## config.mk

```make
export PLATFORM = sky130hd
export DESIGN_NAME = sine_tone_burst_gen
export DESIGN_NICKNAME = d
export VERILOG_FILES = /design/src/tone_burst_pkg.sv /design/src/sine_tone_burst_gen.sv
export SDC_FILE = /design/constraint.sdc
export NUM_CORES = 1
export LEC_CHECK = 0
export ABC_AREA = 1
export BUFFER_PORTS_ARGS = -buffer_cell sky130_fd_sc_hd__buf_2
export CORE_MARGIN = 4
export CORE_UTILIZATION = 56
export DETAILED_ROUTE_END_ITERATION = 16
export PLACE_DENSITY = 0.75
export SYNTH_ARGS = -nofsm -noshare
export SYNTH_HDL_FRONTEND = slang
export SYNTH_SLANG_ARGS = --single-unit
```

## constraint.sdc

```tcl
create_clock -name clk -period 18.4 [get_ports clk]
set_clock_uncertainty 0.15 [all_clocks]
set_input_delay 0.92 -clock clk [delete_from_list [all_inputs] [get_ports clk]]
set_output_delay 0.92 -clock clk [all_outputs]
set_load 0.02 [all_outputs]
```

## src/tone_burst_pkg.sv

```systemverilog
// Purpose: Shared constants for the sine tone-burst generator.
// Assumes: Samples are signed 16 bit, gains are unsigned Q1.15 fractions of full scale.
// Notes:   Cycle counts are 17 bits so that a repeat period of 65,536 fits.
package tone_burst_pkg;
  localparam int unsigned SAMPLE_W      = 16;         // Width of a signed sample.
  localparam int unsigned GAIN_W        = 16;         // Width of a Q1.15 gain.
  localparam int unsigned RATIO_W       = 16;         // Width of a Q0.16 OFF ratio.
  localparam int unsigned COUNT_W       = 17;         // Width of cycle counts.
  localparam int unsigned PROD_W        = 32;         // Width of a full product.
  localparam int unsigned GAIN_FRAC     = 15;         // Fraction bits of a gain.
  localparam int unsigned RATIO_FRAC    = 16;         // Fraction bits of a ratio.
  localparam logic [16:0] ON_MIN        = 17'h00001;  // Shortest burst, 1 cycle.
  localparam logic [16:0] ON_MAX        = 17'h0ffff;  // Longest burst, 65,535 cycles.
  localparam logic [16:0] PERIOD_MIN    = 17'h00002;  // Shortest period, 2 cycles.
  localparam logic [16:0] PERIOD_MAX    = 17'h10000;  // Longest period, 65,536 cycles.
  localparam logic [16:0] ON_RESET      = 17'h00001;  // Burst length after reset.
  localparam logic [16:0] PERIOD_RESET  = 17'h00003;  // Period after reset.
  localparam logic [16:0] COUNT_RESET   = 17'h00000;  // Cycle count after reset.
  localparam logic [15:0] RATIO_RESET   = 16'h4000;   // OFF ratio after reset, one quarter.
  localparam logic [15:0] RATIO_UNITY   = 16'hffff;   // Ratio code read as exactly one.
  localparam logic [15:0] GAIN_RESET    = 16'h0000;   // Gain after reset.
  localparam logic [15:0] SAMPLE_RESET  = 16'h0000;   // Sample after reset.
  localparam int unsigned COARSE_SHIFT  = 8;          // Ratios below 2^-8 keep fewer bits.
  localparam logic [15:0] COARSE_LIMIT  = 16'h0100;   // Threshold of the coarse range.
  localparam logic [15:0] COARSE_MASK   = 16'hfff0;   // Bits kept in the coarse range.
  localparam logic [15:0] FINE_MASK     = 16'hffff;   // Bits kept in the fine range.
  localparam int unsigned BUF_DEPTH     = 2;          // Entries in the output buffer.
endpackage

```

## src/sine_tone_burst_gen.sv

```systemverilog
// Purpose: Keys an incoming sine stream between an ON gain and a reduced OFF gain.
// Assumes: The sine source marks each positive-going zero crossing with in_wrap on
//          the first sample after the crossing, and settings are held steady by software.
// Notes:   A two-entry buffer sits before the output so that a receiver stall loses no sample.
//          The cycle count is kept across loads; a count past a new period restarts on the next wrap.
//          The sine source itself lies outside; only its samples and wrap marker come in.
//          Amplitude is unsigned Q1.15 and the OFF ratio unsigned Q0.16, so neither carries a sign.
//          A load is best made between streams, as the new lengths act from the next wrap on.
`timescale 1ns/1ns
`default_nettype none

// How it works
// - Burst length accepted from 1 to 65,535.
// - Period accepted from 2 to 65,536 cycles.
// - Burst not shorter than period is rejected.
// - Period counts from burst start to start.
// - ON phase uses the main amplitude.
// - OFF phase scales ON amplitude by ratio.
// - Unity ratio gives a continuous sinewave.
// - Ratios below 2^-8 quantized coarser, effective value reported.
// - Keying changes only at positive zero crossings.
// - Lengths are whole cycle counts only.
module sine_tone_burst_gen (
  // Clock and reset.
  input  wire logic                                  clk,
  input  wire logic                                  arst_n,
  // Settings from control software.
  input  wire logic [tone_burst_pkg::GAIN_W-1:0]     amplitude,
  input  wire logic [tone_burst_pkg::COUNT_W-1:0]    burst_on,
  input  wire logic [tone_burst_pkg::COUNT_W-1:0]    interval,
  input  wire logic [tone_burst_pkg::RATIO_W-1:0]    low_level,
  input  wire logic                                  settings_load,
  // Status back to control software.
  output logic      [tone_burst_pkg::RATIO_W-1:0]    low_level_actual,
  output logic      [tone_burst_pkg::COUNT_W-1:0]    burst_on_actual,
  output logic      [tone_burst_pkg::COUNT_W-1:0]    interval_actual,
  output logic                                       settings_reject,
  output logic                                       burst_active,
  // Sine stream from the phase accumulator.
  input  wire logic [tone_burst_pkg::SAMPLE_W-1:0]   in_sample,
  input  wire logic                                  in_wrap,
  input  wire logic                                  in_valid,
  output logic                                       in_ready,
  // Sample stream to the device under test.
  output logic      [tone_burst_pkg::SAMPLE_W-1:0]   out_sample,
  output logic                                       out_valid,
  input  wire logic                                  out_ready
);
  import tone_burst_pkg::*;

  // The whole state of the block.
  // One struct gives a single reset point and a single register process.
  typedef struct packed {
    logic [COUNT_W-1:0]  on_len;      // Accepted burst length in cycles.
    logic [COUNT_W-1:0]  period;      // Accepted period in cycles.
    logic [RATIO_W-1:0]  ratio;       // Quantized OFF ratio.
    logic                reject;      // Last load was refused.
    logic [COUNT_W-1:0]  count;       // Cycles since the current burst began.
    logic                on_phase;    // Gain selected for the current cycle.
    logic [SAMPLE_W-1:0] buf0;        // Buffer entry at the head.
    logic [SAMPLE_W-1:0] buf1;        // Buffer entry behind the head.
    logic [1:0]          fill;        // Entries held in the buffer.
  } state_s;

  state_s state;       // Registered state.
  state_s next_state;  // Value for the next edge.

  // Keep fewer ratio bits at heavy attenuation, as the steps there are coarser.
  // The fine range passes every bit through unchanged.
  function automatic logic [RATIO_W-1:0] quantize(input logic [RATIO_W-1:0] r);
    if (r < COARSE_LIMIT) begin
      return r & COARSE_MASK;
    end
    return r & FINE_MASK;
  endfunction

  // Signed sample times unsigned gain with the given number of fraction bits.
  // The product is truncated, not rounded, which keeps the path short at a half-step cost.
  function automatic logic [SAMPLE_W-1:0] scale(input logic [SAMPLE_W-1:0] s,
                                                input logic [GAIN_W-1:0] g,
                                                input int unsigned frac);
    logic signed [PROD_W:0] p;
    p = $signed({{(PROD_W-SAMPLE_W+1){s[SAMPLE_W-1]}}, s}) * $signed({17'h00000, g});
    return SAMPLE_W'(p >>> frac);
  endfunction

  // Combinational terms; take and give come from the assigns below, the rest from the one always_comb.
  logic [GAIN_W-1:0]   off_gain;   // Amplitude scaled by the OFF ratio.
  logic [GAIN_W-1:0]   gain;       // Gain applied to the present sample.
  logic [SAMPLE_W-1:0] scaled;     // Present sample after gain.
  logic                take;       // An input sample is accepted this cycle.
  logic                give;       // An output sample leaves this cycle.
  logic                cur_on;     // ON phase for the sample being taken.
  logic [COUNT_W-1:0]  count_inc;  // Cycle count after a wrap.
  logic                load_ok;    // Offered settings are legal.
  logic [PROD_W-1:0]   off_prod;   // Unsigned amplitude times OFF ratio.

  // Handshake terms; the input stalls once both entries are full.
  // in_ready is decoded from the fill alone, so a full buffer takes no sample on the edge at which it drains.
  assign in_ready = (state.fill != 2'(BUF_DEPTH));
  assign take     = in_valid & in_ready;
  assign give     = out_valid & out_ready;

  // Fill a copy of the state from the present state and the inputs.
  // Defaults hold every field, so only the fields that change are written below.
  always_comb begin
    next_state = state;
    // Settings are checked for range and for some OFF time in each period.
    load_ok = (burst_on >= ON_MIN) && (burst_on <= ON_MAX)
           && (interval >= PERIOD_MIN) && (interval <= PERIOD_MAX)
           && (burst_on < interval);
    if (settings_load) begin
      next_state.reject = !load_ok;
      // A refused load still takes the ratio, which has no illegal value.
      next_state.ratio  = quantize(low_level);
      // Only a legal pair replaces the lengths, so the running burst keeps its shape.
      if (load_ok) begin
        next_state.on_len = burst_on;
        next_state.period = interval;
      end
    end
    // A wrap marks a new whole cycle; the count restarts at the period.
    // A count left above a newly shortened period also restarts on the next wrap.
    count_inc = state.count + 17'h00001;
    cur_on    = state.on_phase;
    if (take && in_wrap) begin
      // The period runs from one burst start to the next, not from a burst end.
      if (count_inc >= state.period) begin
        next_state.count = COUNT_RESET;
      end else begin
        // Still inside the period: one more whole cycle.
        next_state.count = count_inc;
      end
      // The sample that carries the wrap already belongs to the new cycle.
      cur_on = (next_state.count < state.on_len);
      next_state.on_phase = cur_on;
    end
    // Gain chosen from the phase; a unity ratio keeps the ON level unchanged.
    // The OFF product is unsigned, as a gain of one or more is a magnitude, not a sign.
    off_prod = PROD_W'(amplitude) * PROD_W'(state.ratio);
    off_gain = (state.ratio == RATIO_UNITY) ? amplitude : off_prod[PROD_W-1:RATIO_FRAC];
    // The ON level is the amplitude itself; nothing scales it.
    gain     = cur_on ? amplitude : off_gain;
    scaled   = scale(in_sample, gain, GAIN_FRAC);
    // Two-entry buffer; the head leaves first.
    case ({take, give})
      2'b10: begin
        // Take only: the new sample goes behind whatever is held.
        if (state.fill == 2'd0) begin
          next_state.buf0 = scaled;
        end else begin
          next_state.buf1 = scaled;
        end
        next_state.fill = state.fill + 2'd1;
      end
      2'b01: begin
        // Give only: the second entry moves up to the head.
        next_state.buf0 = state.buf1;
        next_state.fill = state.fill - 2'd1;
      end
      2'b11: begin
        // Take and give: the fill stays and the queue moves up by one.
        if (state.fill == 2'd1) begin
          next_state.buf0 = scaled;
        end else begin
          next_state.buf0 = state.buf1;
          next_state.buf1 = scaled;
        end
      end
      default: begin
        // Neither side moves, so everything holds.
        next_state.fill = state.fill;
      end
    endcase
  end

  // Register the state; reset values are constants.
  // After reset the count is zero and the phase ON, so samples before the first wrap stay ON.
  always_ff @(posedge clk or negedge arst_n) begin
    if (!arst_n) begin
      state <= '{on_len: ON_RESET, period: PERIOD_RESET, ratio: RATIO_RESET, reject: 1'b0,
                 count: COUNT_RESET, on_phase: 1'b1, buf0: SAMPLE_RESET, buf1: SAMPLE_RESET,
                 fill: 2'd0};
    end else begin
      // Between resets every field follows the copy.
      state <= next_state;
    end
  end

  // Outputs straight from state flip-flops.
  // The receiver sees only registered values; no gain arithmetic reaches the pins.
  assign out_sample       = state.buf0;
  assign out_valid        = (state.fill != 2'd0);
  assign low_level_actual = state.ratio;
  assign burst_on_actual  = state.on_len;
  assign interval_actual  = state.period;
  assign settings_reject  = state.reject;
  assign burst_active     = state.on_phase;

  // Checks below watch only what this block drives.
  // A load may shorten the period below a running count, so count checks are tied to wraps.
  // A load and a wrap in one cycle use the old lengths for that wrap.
  // Buffer checks guard the promise that a receiver stall loses no sample.

  // After a wrap the count is below the period that was in force at that wrap.
  count_range_a: assert property (@(posedge clk) disable iff (!arst_n)
    (take && in_wrap) |=> state.count < $past(state.period))
    else $error("Cycle count reached the period.");

  // Accepted settings always leave OFF time in the period.
  on_shorter_a: assert property (@(posedge clk) disable iff (!arst_n)
    state.on_len < state.period)
    else $error("Burst length not below period.");

  // Burst length stays in range.
  on_range_a: assert property (@(posedge clk) disable iff (!arst_n)
    state.on_len >= ON_MIN && state.on_len <= ON_MAX)
    else $error("Burst length out of range.");

  // Period stays in range.
  period_range_a: assert property (@(posedge clk) disable iff (!arst_n)
    state.period >= PERIOD_MIN && state.period <= PERIOD_MAX)
    else $error("Period out of range.");

  // Phase changes only on an accepted wrap.
  phase_edge_a: assert property (@(posedge clk) disable iff (!arst_n)
    !(take && in_wrap) |=> $stable(state.on_phase))
    else $error("Phase changed away from a crossing.");

  // Phase follows the count after each wrap without a load.
  phase_count_a: assert property (@(posedge clk) disable iff (!arst_n)
    (take && in_wrap && !settings_load) |=> state.on_phase == (state.count < state.on_len))
    else $error("Phase disagrees with count.");

  // ON phase uses the main amplitude.
  on_gain_a: assert property (@(posedge clk) disable iff (!arst_n)
    cur_on |-> gain == amplitude)
    else $error("ON gain is not the amplitude.");

  // A unity ratio gives the ON level in the OFF phase too.
  unity_gain_a: assert property (@(posedge clk) disable iff (!arst_n)
    state.ratio == RATIO_UNITY |-> gain == amplitude)
    else $error("Unity ratio changed the level.");

  // An illegal load leaves the lengths untouched and raises reject.
  reject_load_a: assert property (@(posedge clk) disable iff (!arst_n)
    (settings_load && !load_ok) |=> state.reject && $stable(state.on_len) && $stable(state.period))
    else $error("Illegal settings were taken.");

  // The reported ratio is the quantized one.
  ratio_report_a: assert property (@(posedge clk) disable iff (!arst_n)
    settings_load |=> low_level_actual == quantize($past(low_level)))
    else $error("Reported ratio is not quantized.");

  // The OFF level never exceeds the ON level.
  off_level_a: assert property (@(posedge clk) disable iff (!arst_n)
    !cur_on |-> gain <= amplitude)
    else $error("OFF gain above the amplitude.");

  // A legal load takes both lengths and clears reject.
  reject_clear_a: assert property (@(posedge clk) disable iff (!arst_n)
    (settings_load && load_ok) |=> !state.reject && state.on_len == $past(burst_on) && state.period == $past(interval))
    else $error("Legal settings were not taken.");

  // Small ratios keep only the coarse bits.
  ratio_coarse_a: assert property (@(posedge clk) disable iff (!arst_n)
    state.ratio < COARSE_LIMIT |-> (state.ratio & ~COARSE_MASK) == 16'h0000)
    else $error("Small ratio keeps fine bits.");

  // A wrap at the end of the period starts a new burst.
  count_wrap_a: assert property (@(posedge clk) disable iff (!arst_n)
    (take && in_wrap && count_inc >= state.period) |=> state.count == COUNT_RESET)
    else $error("Count did not restart at the period.");

  // The count moves only on whole cycles.
  count_idle_a: assert property (@(posedge clk) disable iff (!arst_n)
    !(take && in_wrap) |=> $stable(state.count))
    else $error("Count moved without a wrap.");

  // The ratio changes only on a load.
  ratio_hold_a: assert property (@(posedge clk) disable iff (!arst_n)
    !settings_load |=> $stable(state.ratio))
    else $error("Ratio changed without a load.");

  // The lengths change only on a load.
  length_hold_a: assert property (@(posedge clk) disable iff (!arst_n)
    !settings_load |=> $stable(state.on_len) && $stable(state.period))
    else $error("Lengths changed without a load.");

  // A stalled head sample stays on the output.
  out_hold_a: assert property (@(posedge clk) disable iff (!arst_n)
    (out_valid && !out_ready) |=> out_valid && $stable(out_sample))
    else $error("Stalled output sample changed.");

  // The buffer never holds more than two entries.
  fill_range_a: assert property (@(posedge clk) disable iff (!arst_n)
    state.fill <= 2'd2)
    else $error("Buffer overfilled.");

  // A taken sample with nothing leaving adds one entry.
  stall_keep_a: assert property (@(posedge clk) disable iff (!arst_n)
    (take && !give) |=> state.fill == $past(state.fill) + 2'd1)
    else $error("Taken sample was lost.");

endmodule
`default_nettype wire

```

After elaboration in Yosys (flattened, before gate mapping):

Cells that the tools add are included.

* $add $sub $neg: 3
* multipliers: 2
* div/mod/pow operators: 0
* $lt $le $gt $ge: 8
* equality and inequality tests: 9
* shift operators: 0
* mux-type cells: 16
* bitwise operators: 2
* reduce and logical (&&, ||, !) cells: 14

Operators with widths (count)
* $mux 16: 8
* $pmux 16 s3: 1
* $lt 17x17->1: 2
* $mux 17: 2
* $mul 16x16->32: 1
* $pmux 16 s2: 1
* $mul 16x17->31: 1
* $add 17x1->17 const B: 1
* $ge 17x1->1 const B: 1
* $ge 17x17->1: 1
* $ge 17x2->1 const B: 1
* $le 17x16->1 const B: 1
* $le 17x17->1 const B: 1
* $eq 16x16->1 const B: 1
* $lt 16x9->1 const B: 1
* $ne 2x2->1 const B: 4
* $reduce_bool 2->1: 3
* $logic_and 1x1->1: 5
* $eq 2x1->1 const B: 2
* $eq 2x2->1 const B: 2
* $pmux 2 s2: 1
* $reduce_and 2->1: 2
* $mux 1: 3
* $reduce_and 3->1: 1
* 6 further kinds: 7

* register bits: 103
* bits in latches: 0
* memory bits (writable): 0
* ROM bits: 0
* bits of input ports: 88
* output and inout bits: 70
* word-level logic and storage cells: 63
* memories kept: 0

Depth between registers and ports, before layout:

Gate-level depths: netlist (run 1).

* depth in word-level cells: 10
* gate-level depth with buffers: 64
* gate-level depth less buffers: 62

Worst setup path before layout (run 1):

OpenSTA, ideal clock, no wires.

* path type: input port to flip-flop
* from: input amplitude[7] (netlist name)
* to: register state[17] (netlist name)
* setup time: 0.130 ns
* arrival: 11.493 ns
* data required time: 18.120 ns
* setup slack: 6.627 ns
* stages: 54
* path through: clkbuf_1 > clkbuf_1 > nand2_1 > fa_1 > inv_1 > fa_1 > inv_1 > fa_1 > inv_1 > fa_1 > fa_1 > inv_1 > fa_1 > inv_1 > ha_1 > nand2_1 > o21ai_0 > a21oi_2 > (+18 left out) > fa_1 > inv_1 > fa_1 > inv_1 > fa_1 > fa_1 > fa_1 > inv_1 > ha_1 > a21oi_1 > o21a_1 > o21bai_1 > nand3_1 > nand2_1 > a2111oi_0 > nand3_1 > nand3_1 > o21ai_0

* longest elaborated chain between the ends: 6

Ends and longest elaborated chain
* start: declaration: RTL line sine_tone_burst_gen.sv:28 `input wire logic [tone_burst_pkg::GAIN_W-1:0] amplitude,`
* $mul 16x16->32: RTL line sine_tone_burst_gen.sv:140 `off_prod = PROD_W'(amplitude) * PROD_W'(state.ratio);`
* $mux 16: RTL line sine_tone_burst_gen.sv:141 `off_gain = (state.ratio == RATIO_UNITY) ? amplitude : off_prod[PROD_W-1:RATIO_FRAC];`
* $mux 16 *: RTL line sine_tone_burst_gen.sv:143 `gain = cur_on ? amplitude : off_gain;`
* $mul 16x17->31 *: RTL line sine_tone_burst_gen.sv:83 `p = $signed({{(PROD_W-SAMPLE_W+1){s[SAMPLE_W-1]}}, s}) * $signed({17'h00000, g});`
* $mux 16 (on tied branches): RTL line sine_tone_burst_gen.sv:163, sine_tone_burst_gen.sv:149
* $pmux 16 s2 *: RTL line sine_tone_burst_gen.sv:146 `case ({take, give})`
* end signal: assignment: RTL line sine_tone_burst_gen.sv:181 `state <= '{on_len: ON_RESET, period: PERIOD_RESET, ratio: RATIO_RESET, reject: 1'b0,`
* end signal: assignment: RTL line sine_tone_burst_gen.sv:186 `state <= next_state;`
* end: declaration: RTL line sine_tone_burst_gen.sv:65 `state_s state;`

Mark *: on every way between the ends. The rest lies on a longest branch, timed or not. The select of a mux whose other input is x is not followed.
A chain may end at the register's enable or synchronous reset.

Worst setup path after layout (run 1):

* from: register state, in the netlist low_level_actual[2]
* to: register state[7] (netlist name)

* longest elaborated chain between the ends: 6

Ends and longest elaborated chain (RTL line)
* $mul 16x16->32 / $eq 16x16->1 (equally long branches): sine_tone_burst_gen.sv:140, sine_tone_burst_gen.sv:141
* $mux 16 *: sine_tone_burst_gen.sv:141
* $mux 16 *: sine_tone_burst_gen.sv:143
* $mul 16x17->31 *: sine_tone_burst_gen.sv:83
* $mux 16 (on tied branches): sine_tone_burst_gen.sv:163, sine_tone_burst_gen.sv:149
* $pmux 16 s2 *: sine_tone_burst_gen.sv:146

Marks and branches as above.

==> metrics.txt, run 1 <==
Clk Tree Root Cell=clkbuf_16; area occupied by registers=approximately 0.0026 mm2; # nets final=approximately 3.9k; routability cong.=0.971; Post-synth EDFFs=0; Critical Path AT=between 10 and 15 ns; Least-Margin Pin Slew=1.25 ns; first-pass GRT wire length=roughly 110 mm; CTS tree=built; Max H-tree Level=3; startpoint types=flop; drt total wl=between 60 and 70 mm; min-delay worst type=flop to flop; Buffers on Ports=about 160; Yosys Warn Count=0; Hold Crit Endpoint=interval_actual[0]$_DFFE_PN1P_; unrepaired setup endpoints after global routing=false; vias=~20k; reg2reg start=low_level_actual[2]$_DFFE_PN0P_; CP max FO=20; CTS Hold Buffers Added=0; Total GRT Usage=0.287; setup violators final=0; Synth area leader=fa_1; layout cell share with drive strength beyond 1=0.0746; most frequent CP cell=fa_1; Seq cells post-synth=around 100; fin crit period=roughly 13 ns; Core Area=between 0.04 and 0.05 mm2; Routed wire per std cell=17.3 um; hold_sp=interval_actual[0]$_DFFE_PN1P_; status=complete, no violations; critical path type=flop to flop; Avg Cell Area, Syn=approximately 7.5 um2; Unique masters post-synth=between 40 and 50; Max Freq=~80 MHz; Tcrit/Tclk final=0.683; Async SR Flop Fraction=1.00; TritonRoute pass-1 iters=6; total CTS buffers=9; Crit. End Element=flop; filler cell count=a little under 4k; initial antenna violation count=1; Syn Std Cell Area=between 0.02 and 0.025 mm2; main flop type after synthesis=dfrtp_1; drt via density=~5.3; sequential-to-total area share from yosys stat=0.107; R2R setup slack=between 5 and 6 ns; cell count after synthesis=3199; # Post-CTS Setup Buffers=0; MaxCap Viol Count=0; max incr delay on CP=around 1.1 ns; Synth area leaders=fa_1 (32%), ha_1 (14%), inv_1 (13%); final hold viol count=0; Syn-to-layout area delta=3.64%; Worst setup startpoint=low_level_actual[2]$_DFFE_PN0P_; worst r2r path cells=45; largest net degree at the start of global routing=66; post-route ant nets=0; detailed router's first-iteration violation count=about 1.5k; Sink Count=between 100 and 150; Worst-Skew Late Latency=0.38 ns; initial core utilization=0.571; synthesized net count=between 3k and 4k; gr ovfl total=0; Post-route DRC=0; CTS clk-pin slew, worst paths=0.09 ns; count of pins over their slew limit=0; CP max stage cell=dfrtp_1; die area=0.0465 mm2; top-area cell type share of the netlist area=0.320; die height=~220 um; area of the multi-input gates=between 0.015 and 0.02 mm2; reg2reg end=state[7]$_DFFE_PN0P_; clk buf depth=2; final HPWL from detailed placement=about 53 mm; vias in the first global route=about 21k; Std-Cell Rows=75; IO Count=roughly 160; critical path data required time=about 18 ns; hold path cells=2; relative slew slack=0.164; Die X=between 200 and 250 um; setup TNS=0 ns; Antenna Cells=0; post-CTS resize count=0
-- cell usage after synthesis (24+ instances only) --
cell type	number
inv_1	839
o21ai_0	139
nor2_1	245
nor3_1	24
a21oi_1	93
clkbuf_1	65
ha_1	265
buf_4	69
nand2_1	674
dfrtp_1	98
nand4_1	24
fa_1	386
nand3_1	66
-- critical path: cells and delay by family (launching register included) --
family | cells | cell delay (ns)
AO/OA/AOI/OAI | 10 | 1.78
flip-flops | 1 | 1.10
buffers and inverters | 6 | 0.61
adder cells (fa/ha/maj) | 14 | 6.88
AND/OR/NAND/NOR | 14 | 1.69
XOR/XNOR | 1 | 0.17
-- kinds of logic after synthesis --
group,share of synthesized area
and+or+nand+nor,0.188
buffers and inverters,0.172
adders and majority gates,0.458
AOI/OAI and AO/OA,0.0642
DFF,0.107
xor gates and xnor gates,0.0102
-- metal layers --
| layer | up-vias | GRT usage | part of all wire | routed length [um] |
|---|---|---|---|---|
| met5 | - | 0 | 0.00022 | 14 |
| met4 | 2 | 0.0953 | 0.033 | 2100 |
| met3 | 148 | 0.0470 | 0.078 | 5020 |
| met2 | 772 | 0.481 | 0.47 | 30600 |
| met1 | 9723 | 0.384 | 0.42 | 26900 |
| li1 | 9360 | - | - | - |
-- through the flow --
| step | setup WS [ns] | utilization | cells | instance area (um2) | hold WS, ns |
|---|---|---|---|---|---|
| floorplan | 6.63 | - | 3199 | 24100 | 0.304 |
| global placement | 5.98 | 0.585 | 3725 | 24700 | 0.321 |
| detailed placement | 5.75 | 0.585 | 3725 | 24700 | 0.339 |
| CTS | 6.00 | 0.592 | 3741 | 25000 | 0.350 |
| global route | 5.08 | 0.592 | 3741 | 25000 | 0.364 |
| finish | 5.84 | 0.592 | 3741 | 25000 | 0.346 |
-- final cells by class --
type	instances	share of cell area
clock buffer	9	0.00901
clock inverter	7	0.00365
inverter	850	0.128
multi-input combinational	2069	0.696
sequential	103	0.103
tap	539	0.0270
timing repair buffer	164	0.0336
-- cells in the final DEF (no fill, tap or decap), types with 14 or more instances in the layout --
master   count
ha_1       265
xor2_1      18
a21oi_1     92
nand3_1     66
fa_1       386
o21a_1      14
nand4_1     24
dfrtp_1     98
nor3_1      24
nor2_1     244
nand2_1    674
o21ai_0    138
or2_1       17
inv_1      839
or2_2       22
buf_2      156
-- state kept, by name, indices dropped and copies added (netlist names) --
register / count
burst_on_actual: 17
low_level_actual: 16
settings_reject: 1
burst_active: 1
interval_actual: 17
state: 35
out_sample: 16
-- how the worst max path moves through the flow --
stage / to / slack [ns] / cells past startpoint
6_report: state[7]$_DFFE_PN0P_ / 5.84 / 45
5_1_grt: state[7]$_DFFE_PN0P_ / 5.08 / 50
4_1_cts: state[7]$_DFFE_PN0P_ / 6.00 / 48
3_5_place_dp: state[7]$_DFFE_PN0P_ / 5.75 / 51
3_3_place_gp: state[11]$_DFFE_PN0P_ / 5.98 / 51
2_1_floorplan: state[17]$_DFFE_PN0P_ / 6.63 / 54
Power of run 1 is not shown: default switching activity piles up to over one toggle a cycle in this logic, so the estimate is an artifact.
==> inputs of run 2 (changes only) <==
--- a/config.mk
+++ b/config.mk
@@ -10,7 +10,7 @@
 export CORE_MARGIN = 4
 export CORE_UTILIZATION = 56
 export DETAILED_ROUTE_END_ITERATION = 16
-export PLACE_DENSITY = 0.75
+export PLACE_DENSITY = 0.78
 export SYNTH_ARGS = -nofsm -noshare
 export SYNTH_HDL_FRONTEND = slang
 export SYNTH_SLANG_ARGS = --single-unit
==> constraint.sdc (replaced) <==
create_clock -name clk -period 11 [get_ports clk]
set_clock_uncertainty 0.15 [all_clocks]
set_input_delay 0.55 -clock clk [delete_from_list [all_inputs] [get_ports clk]]
set_output_delay 0.55 -clock clk [all_outputs]
set_load 0.02 [all_outputs]
==> run 2 against run 1 <==
Compared with the run above:
- sequential cell count is the same
- largest cell class unchanged
- non-clock buffer count grew 246
- the flow now finishes with violations (negative setup slack)
- utilization grew 7.3 points
- die area is the same
- cell count grew 6.6%
- routed wire length grew 2.4%
- clock-buffer cell count is the same
- sequential share of layout area shrank 1.1 points
==> metrics.txt, run 2 (synthesis gave the netlist of run 1 again) <==
status=finished, violations left; violated checks=negative setup slack; hold path cells=3 (+1); final hold viol count=0 (unchanged); count of pins over their slew limit=0 (unchanged); first-pass GRT wire length=108 mm (-0.34%); routability cong.=0.974 (+0.36%); die area=0.0465 mm2 (unchanged); CTS tree=built; Post-route DRC=0 (unchanged); fin crit period=11.19 ns (-1.37 ns); relative slew slack=0.155 (-0.00932); initial core utilization=0.571 (unchanged); post-route ant nets=0 (unchanged); gr ovfl total=0 (unchanged); Least-Margin Pin Slew=1.27 ns (+0.0140 ns); GR Util met3=0.0525 (+0.00549); pre-CTS setup slack=-0.511 ns (-6.26 ns); critical path data required time=11.03 ns (-7.42 ns); detailed router's first-iteration violation count=1576 (+2.8%); largest net degree at the start of global routing=70 (+6.1%); final HPWL from detailed placement=54.0 mm (+1.1%); R2R setup slack=-0.19 ns (-6.03 ns); CTS clk-pin slew, worst paths=0.08 ns (about the same); Syn-to-layout area delta=16.4%; IO Count=158 (unchanged); Largest register FFs=35 (unchanged); Worst Setup Slack, final=-0.190 ns (-6.03 ns); Routed wire per std cell=16.6 um (-4.0%); Sink Count=103 (unchanged); M1 GR Usage=0.376 (-0.00755); Total GRT Usage=0.283 (-0.00422); Max Freq=89.4 MHz (+12%); most frequent CP cell=fa_1; Std-Cell Rows=75 (unchanged); reg2reg end=state[13]$_DFFE_PN0P_; Core Area=0.0422 mm2 (unchanged); Max H-tree Level=3 (unchanged); drt total wl=66.1 mm (+2.4%); setup violators final=23 (+23); MaxCap Viol Count=0 (unchanged); Worst-Skew Late Latency=0.36 ns (-0.02 ns); CP max stage cell=fa_1; reg2reg start=low_level_actual[4]$_DFFE_PN0P_; Buffers on Ports=157 (unchanged); Hold Crit Endpoint=low_level_actual[7]$_DFFE_PN0P_; met2 usage=0.466 (-0.0142); critical path type=flop to flop; TritonRoute pass-1 iters=6 (unchanged); clk buf depth=2 (unchanged); die height=216 um (unchanged); min-delay worst type=input port to flop; vias in the first global route=21.8k (+1.7%); Tcrit/Tclk final=1.02 (+0.335); Die X=216 um (unchanged); most common cell after layout, fill and taps aside=inv_1; worst r2r path cells=53 (+18%); vias=21.0k (+5.1%); initial antenna violation count=2 (+1); GRT busiest layer=met2; max incr delay on CP=0.61 ns (-0.49 ns); Crit. End Element=flop; startpoint types=flop; Reg with most FFs=state; # nets final=4182 (+6.3%); CP max FO=7 (-65%); drt via density=5.27 (-1.4%); Critical Path AT=11.22 ns (-1.39 ns); most frequent cells in the layout=inv_1 (807), nand2_1 (631), fa_1 (368); unrepaired setup endpoints after global routing=true; layout cell share with drive strength beyond 1=0.205 (+0.130); total CTS buffers=9 (unchanged); Clk Tree Root Cell=clkbuf_16; hold_sp=low_level[7]
[run 2: timing repair]
| item | 4_1_cts | 5_1_grt |
|---|---|---|
| endpoints found under the hold margin | 20 | 0 |
| pin swaps | 55 | 130 |
| gates resized for setup | 91 | 206 |
| setup buffers | 15 | 13 |
| setup endpoints to repair | 32 | 32 |
| hold buffers | 1 | 0 |
[run 2: how the worst max path moves through the flow]
stage / endpoint / slack (ns) / start / cells past startpoint
floorplan: out_sample[7]$_DFFE_PN0P_ / -0.005 / amplitude[7] / 54
global placement: state[7]$_DFFE_PN0P_ / -0.35 / amplitude[7] / 53
detailed placement: state[7]$_DFFE_PN0P_ / -0.51 / amplitude[7] / 53
CTS: state[7]$_DFFE_PN0P_ / -0.02 / low_level_actual[4]$_DFFE_PN0P_ / 52
global route: state[17]$_DFFE_PN0P_ / -0.64 / low_level_actual[6]$_DFFE_PN0P_ / 60
finish: state[13]$_DFFE_PN0P_ / -0.19 / low_level_actual[4]$_DFFE_PN0P_ / 53
[run 2: cell type report]
cell class                 count  area (um2)
tap                          539         674
antenna                        1        2.50
timing repair buffer         410        2840
clock inverter                 7         111
clock buffer                   9         225
fill                        3380       14100
inverter                     850        3200
multi-input combinational   2069       18400
sequential                   103        2590
[run 2: metrics by stage]
step,util,instances,cell area (um2),setup TNS (ns),hold WS (ns)
after floorplan,-,3199,24200,-0.00546,0.104
after global placement,0.626,3943,26400,-7.45,0.332
after detailed placement,0.626,3943,26400,-11.69,0.351
after CTS,0.645,3975,27200,-0.0466,0.227
after global routing,0.665,3987,28100,-15.59,0.235
final,0.665,3988,28100,-2.35,0.236
[run 2: critical path, delay by kind of cell (launching register included)]
family	cells	cell delay [ns]
DFF	1	0.53
AOI/OAI and AO/OA	8	0.96
and+or+nand+nor	13	1.14
buffers and inverters	18	1.79
adders and majority gates	14	6.42
[run 2: layer usage]
| layer | vias up | wire (um) |
|---|---|---|
| li1 | 9850 | - |
| met1 | 10102 | 26700 |
| met4 | 2 | 2490 |
| met2 | 881 | 31500 |
| met5 | - | 13 |
| met3 | 183 | 5420 |
Power of run 2 is left out for the same reason.
==> inputs of run 3 (changes only) <==
--- a/config.mk
+++ b/config.mk
@@ -10,6 +10,7 @@
 export CORE_MARGIN = 4
 export CORE_UTILIZATION = 56
 export DETAILED_ROUTE_END_ITERATION = 16
+export GPL_TIMING_DRIVEN = 0
 export PLACE_DENSITY = 0.78
 export SYNTH_ARGS = -nofsm -noshare
 export SYNTH_HDL_FRONTEND = slang
==> run 3 against run 2 <==
Compared with the run above:
- the flow still finishes with violations (negative setup slack)
- global-route usage rose by 1.9 points
- sequential cell count did not move
- highest routed layer is now met4
- largest cell class unchanged
- via count rose by 1.4%
- first-iteration DRC count rose by 9.6%
- routed wire length rose by 4.8%
- sequential share of layout area barely moved
==> metrics.txt, run 3 (synthesis gave the netlist of run 1 again) <==
most frequent CP cell=fa_1; max incr delay on CP=0.60 ns (about the same); vias in the first global route=22.1k (+1.5%); first-pass GRT wire length=113 mm (+4.9%); Critical Path AT=11.42 ns (+0.20 ns); Std-Cell Rows=75 (unchanged); Core Area=0.0422 mm2 (unchanged); post-layout util=0.664 (about the same); IO Count=158 (unchanged); fin crit period=11.34 ns (+0.152 ns); Syn-to-layout area delta=16.3% (about the same); # nets final=4170 (-0.29%); detailed router's first-iteration violation count=1727 (+9.6%); reg2reg start=low_level_actual[7]$_DFFE_PN0P_; Total GRT Usage=0.302 (+0.0187); total CTS buffers=9 (unchanged); status=finished, violations left; Reg with most FFs=state; drt via density=5.36 (+1.7%); Max H-tree Level=3 (unchanged); relative slew slack=0.449 (+0.295); layout cell share with drive strength beyond 1=0.193 (-0.0115); final non-filler cell total=3976 (-0.30%); Routed wire per std cell=17.4 um (+5.1%); Tcrit/Tclk final=1.03 (+0.0138); Post-route DRC=0 (unchanged); final HPWL from detailed placement=53.8 mm (-0.37%); Largest register FFs=35 (unchanged); critical path type=flop to flop; setup violators final=31 (+35%); startpoint types=flop; die area=0.0465 mm2 (unchanged); die height=216 um (unchanged); gr ovfl total=0 (unchanged); Crit. End Element=flop; unrepaired setup endpoints after global routing=true; CTS tree=built; most common cell after layout, fill and taps aside=inv_1; Placed Area=0.0256 mm2 (-3.1%); Clk Tree Root Cell=clkbuf_16; violated checks=negative setup slack; MaxCap Viol Count=0 (unchanged); routability cong.=0.971 (-0.31%); CTS Hold Buffers Added=0 (-1); cell total after placement=3875 (-1.7%); initial antenna violation count=0 (-2); Sink Count=103 (unchanged); clk buf depth=2 (unchanged); CP max FO=8 (+1); Die X=216 um (unchanged); worst r2r path cells=53 (unchanged); critical path data required time=11.08 ns (+0.05 ns); count of pins over their slew limit=0 (unchanged); Fin Hold WS=0.000384 ns (-0.235 ns); R2R setup slack=-0.34 ns (-0.15 ns); filler cell count=3520 (+4.1%); drt total wl=69.3 mm (+4.8%); Least-Margin Pin Slew=0.819 ns (-0.450 ns); largest net degree at the start of global routing=70 (unchanged); Max Freq=88.2 MHz (-1.3%); initial core utilization=0.571 (unchanged); final hold viol count=0 (unchanged); reg2reg end=state[10]$_DFFE_PN0P_; vias=21.3k (+1.4%); TritonRoute pass-1 iters=7 (+1); CTS clk-pin slew, worst paths=0.08 ns (about the same); CP max stage cell=fa_2; Buffers on Ports=136 (-13%); Worst-Skew Late Latency=0.36 ns (about the same); Final Instance Area=0.0281 mm2 (about the same); min-delay worst type=input port to asynchronous set/reset pin; Worst Setup Slack, final=-0.342 ns (-0.152 ns); post-route ant nets=0 (unchanged); most frequent cells in the layout=inv_1 (799), nand2_1 (624), fa_1 (368)
-- run 3: final cells by class --
class / count / area [um2] / share of cell area
multi-input cells: 2069 / 18500 / 0.660
inverters: 850 / 3220 / 0.115
flip-flops and latches: 103 / 2580 / 0.0921
repair buffers: 223 / 1400 / 0.0500
plain buffers: 175 / 1360 / 0.0485
well taps: 539 / 674 / 0.0240
clock buffers: 11 / 243 / 0.00865
clock inverters: 5 / 46.3 / 0.00165
diodes: 1 / 2.50 / 0.0000892
-- run 3: how the worst max path moves through the flow --
stage | from | to | slack, ns
5_1_grt | low_level_actual[4]$_DFFE_PN0P_ | out_sample[10]$_DFFE_PN0P_ | -0.74
2_1_floorplan | amplitude[7] | out_sample[7]$_DFFE_PN0P_ | -0.005
6_report | low_level_actual[7]$_DFFE_PN0P_ | state[10]$_DFFE_PN0P_ | -0.34
3_3_place_gp | amplitude[8] | state[14]$_DFFE_PN0P_ | -1.83
4_1_cts | low_level_actual[4]$_DFFE_PN0P_ | out_sample[14]$_DFFE_PN0P_ | -0.12
3_5_place_dp | amplitude[8] | state[14]$_DFFE_PN0P_ | -1.84
-- run 3: critical path: cells and delay by family (launching register included) --
| family | cells | cell delay [ns] |
|---|---|---|
| fa+ha+maj | 14 | 6.85 |
| simple gates | 23 | 2.25 |
| buf+inv | 11 | 1.01 |
| compound gates | 5 | 0.56 |
| flops | 1 | 0.37 |
-- run 3: repair_timing --
item | 4_1_cts | 5_1_grt
buffers inserted | 79 | 7
endpoints found under the setup margin | 32 | 32
resized for setup | 336 | 115
pin swaps | 110 | 57
gates cloned | 0 | 0
-- run 3: through the flow --
stage	setup TNS [ns]	worst slack [ns]
finish	-6.40	-0.342
global route	-19.63	-0.736
CTS	-1.32	-0.117
detailed placement	-49.30	-1.84
global placement	-48.51	-1.83
floorplan	-0.00546	-0.00546
-- run 3: routing by layer --
metal | vias up | part of all wire | global-route usage
li1 | 9834 | - | -
met1 | 10271 | 0.40 | 0.404
met2 | 980 | 0.46 | 0.498
met3 | 220 | 0.090 | 0.0463
met4 | 0 | 0.047 | 0.116
met5 | - | 0 | 0
Power of run 3 is left out for the same reason.
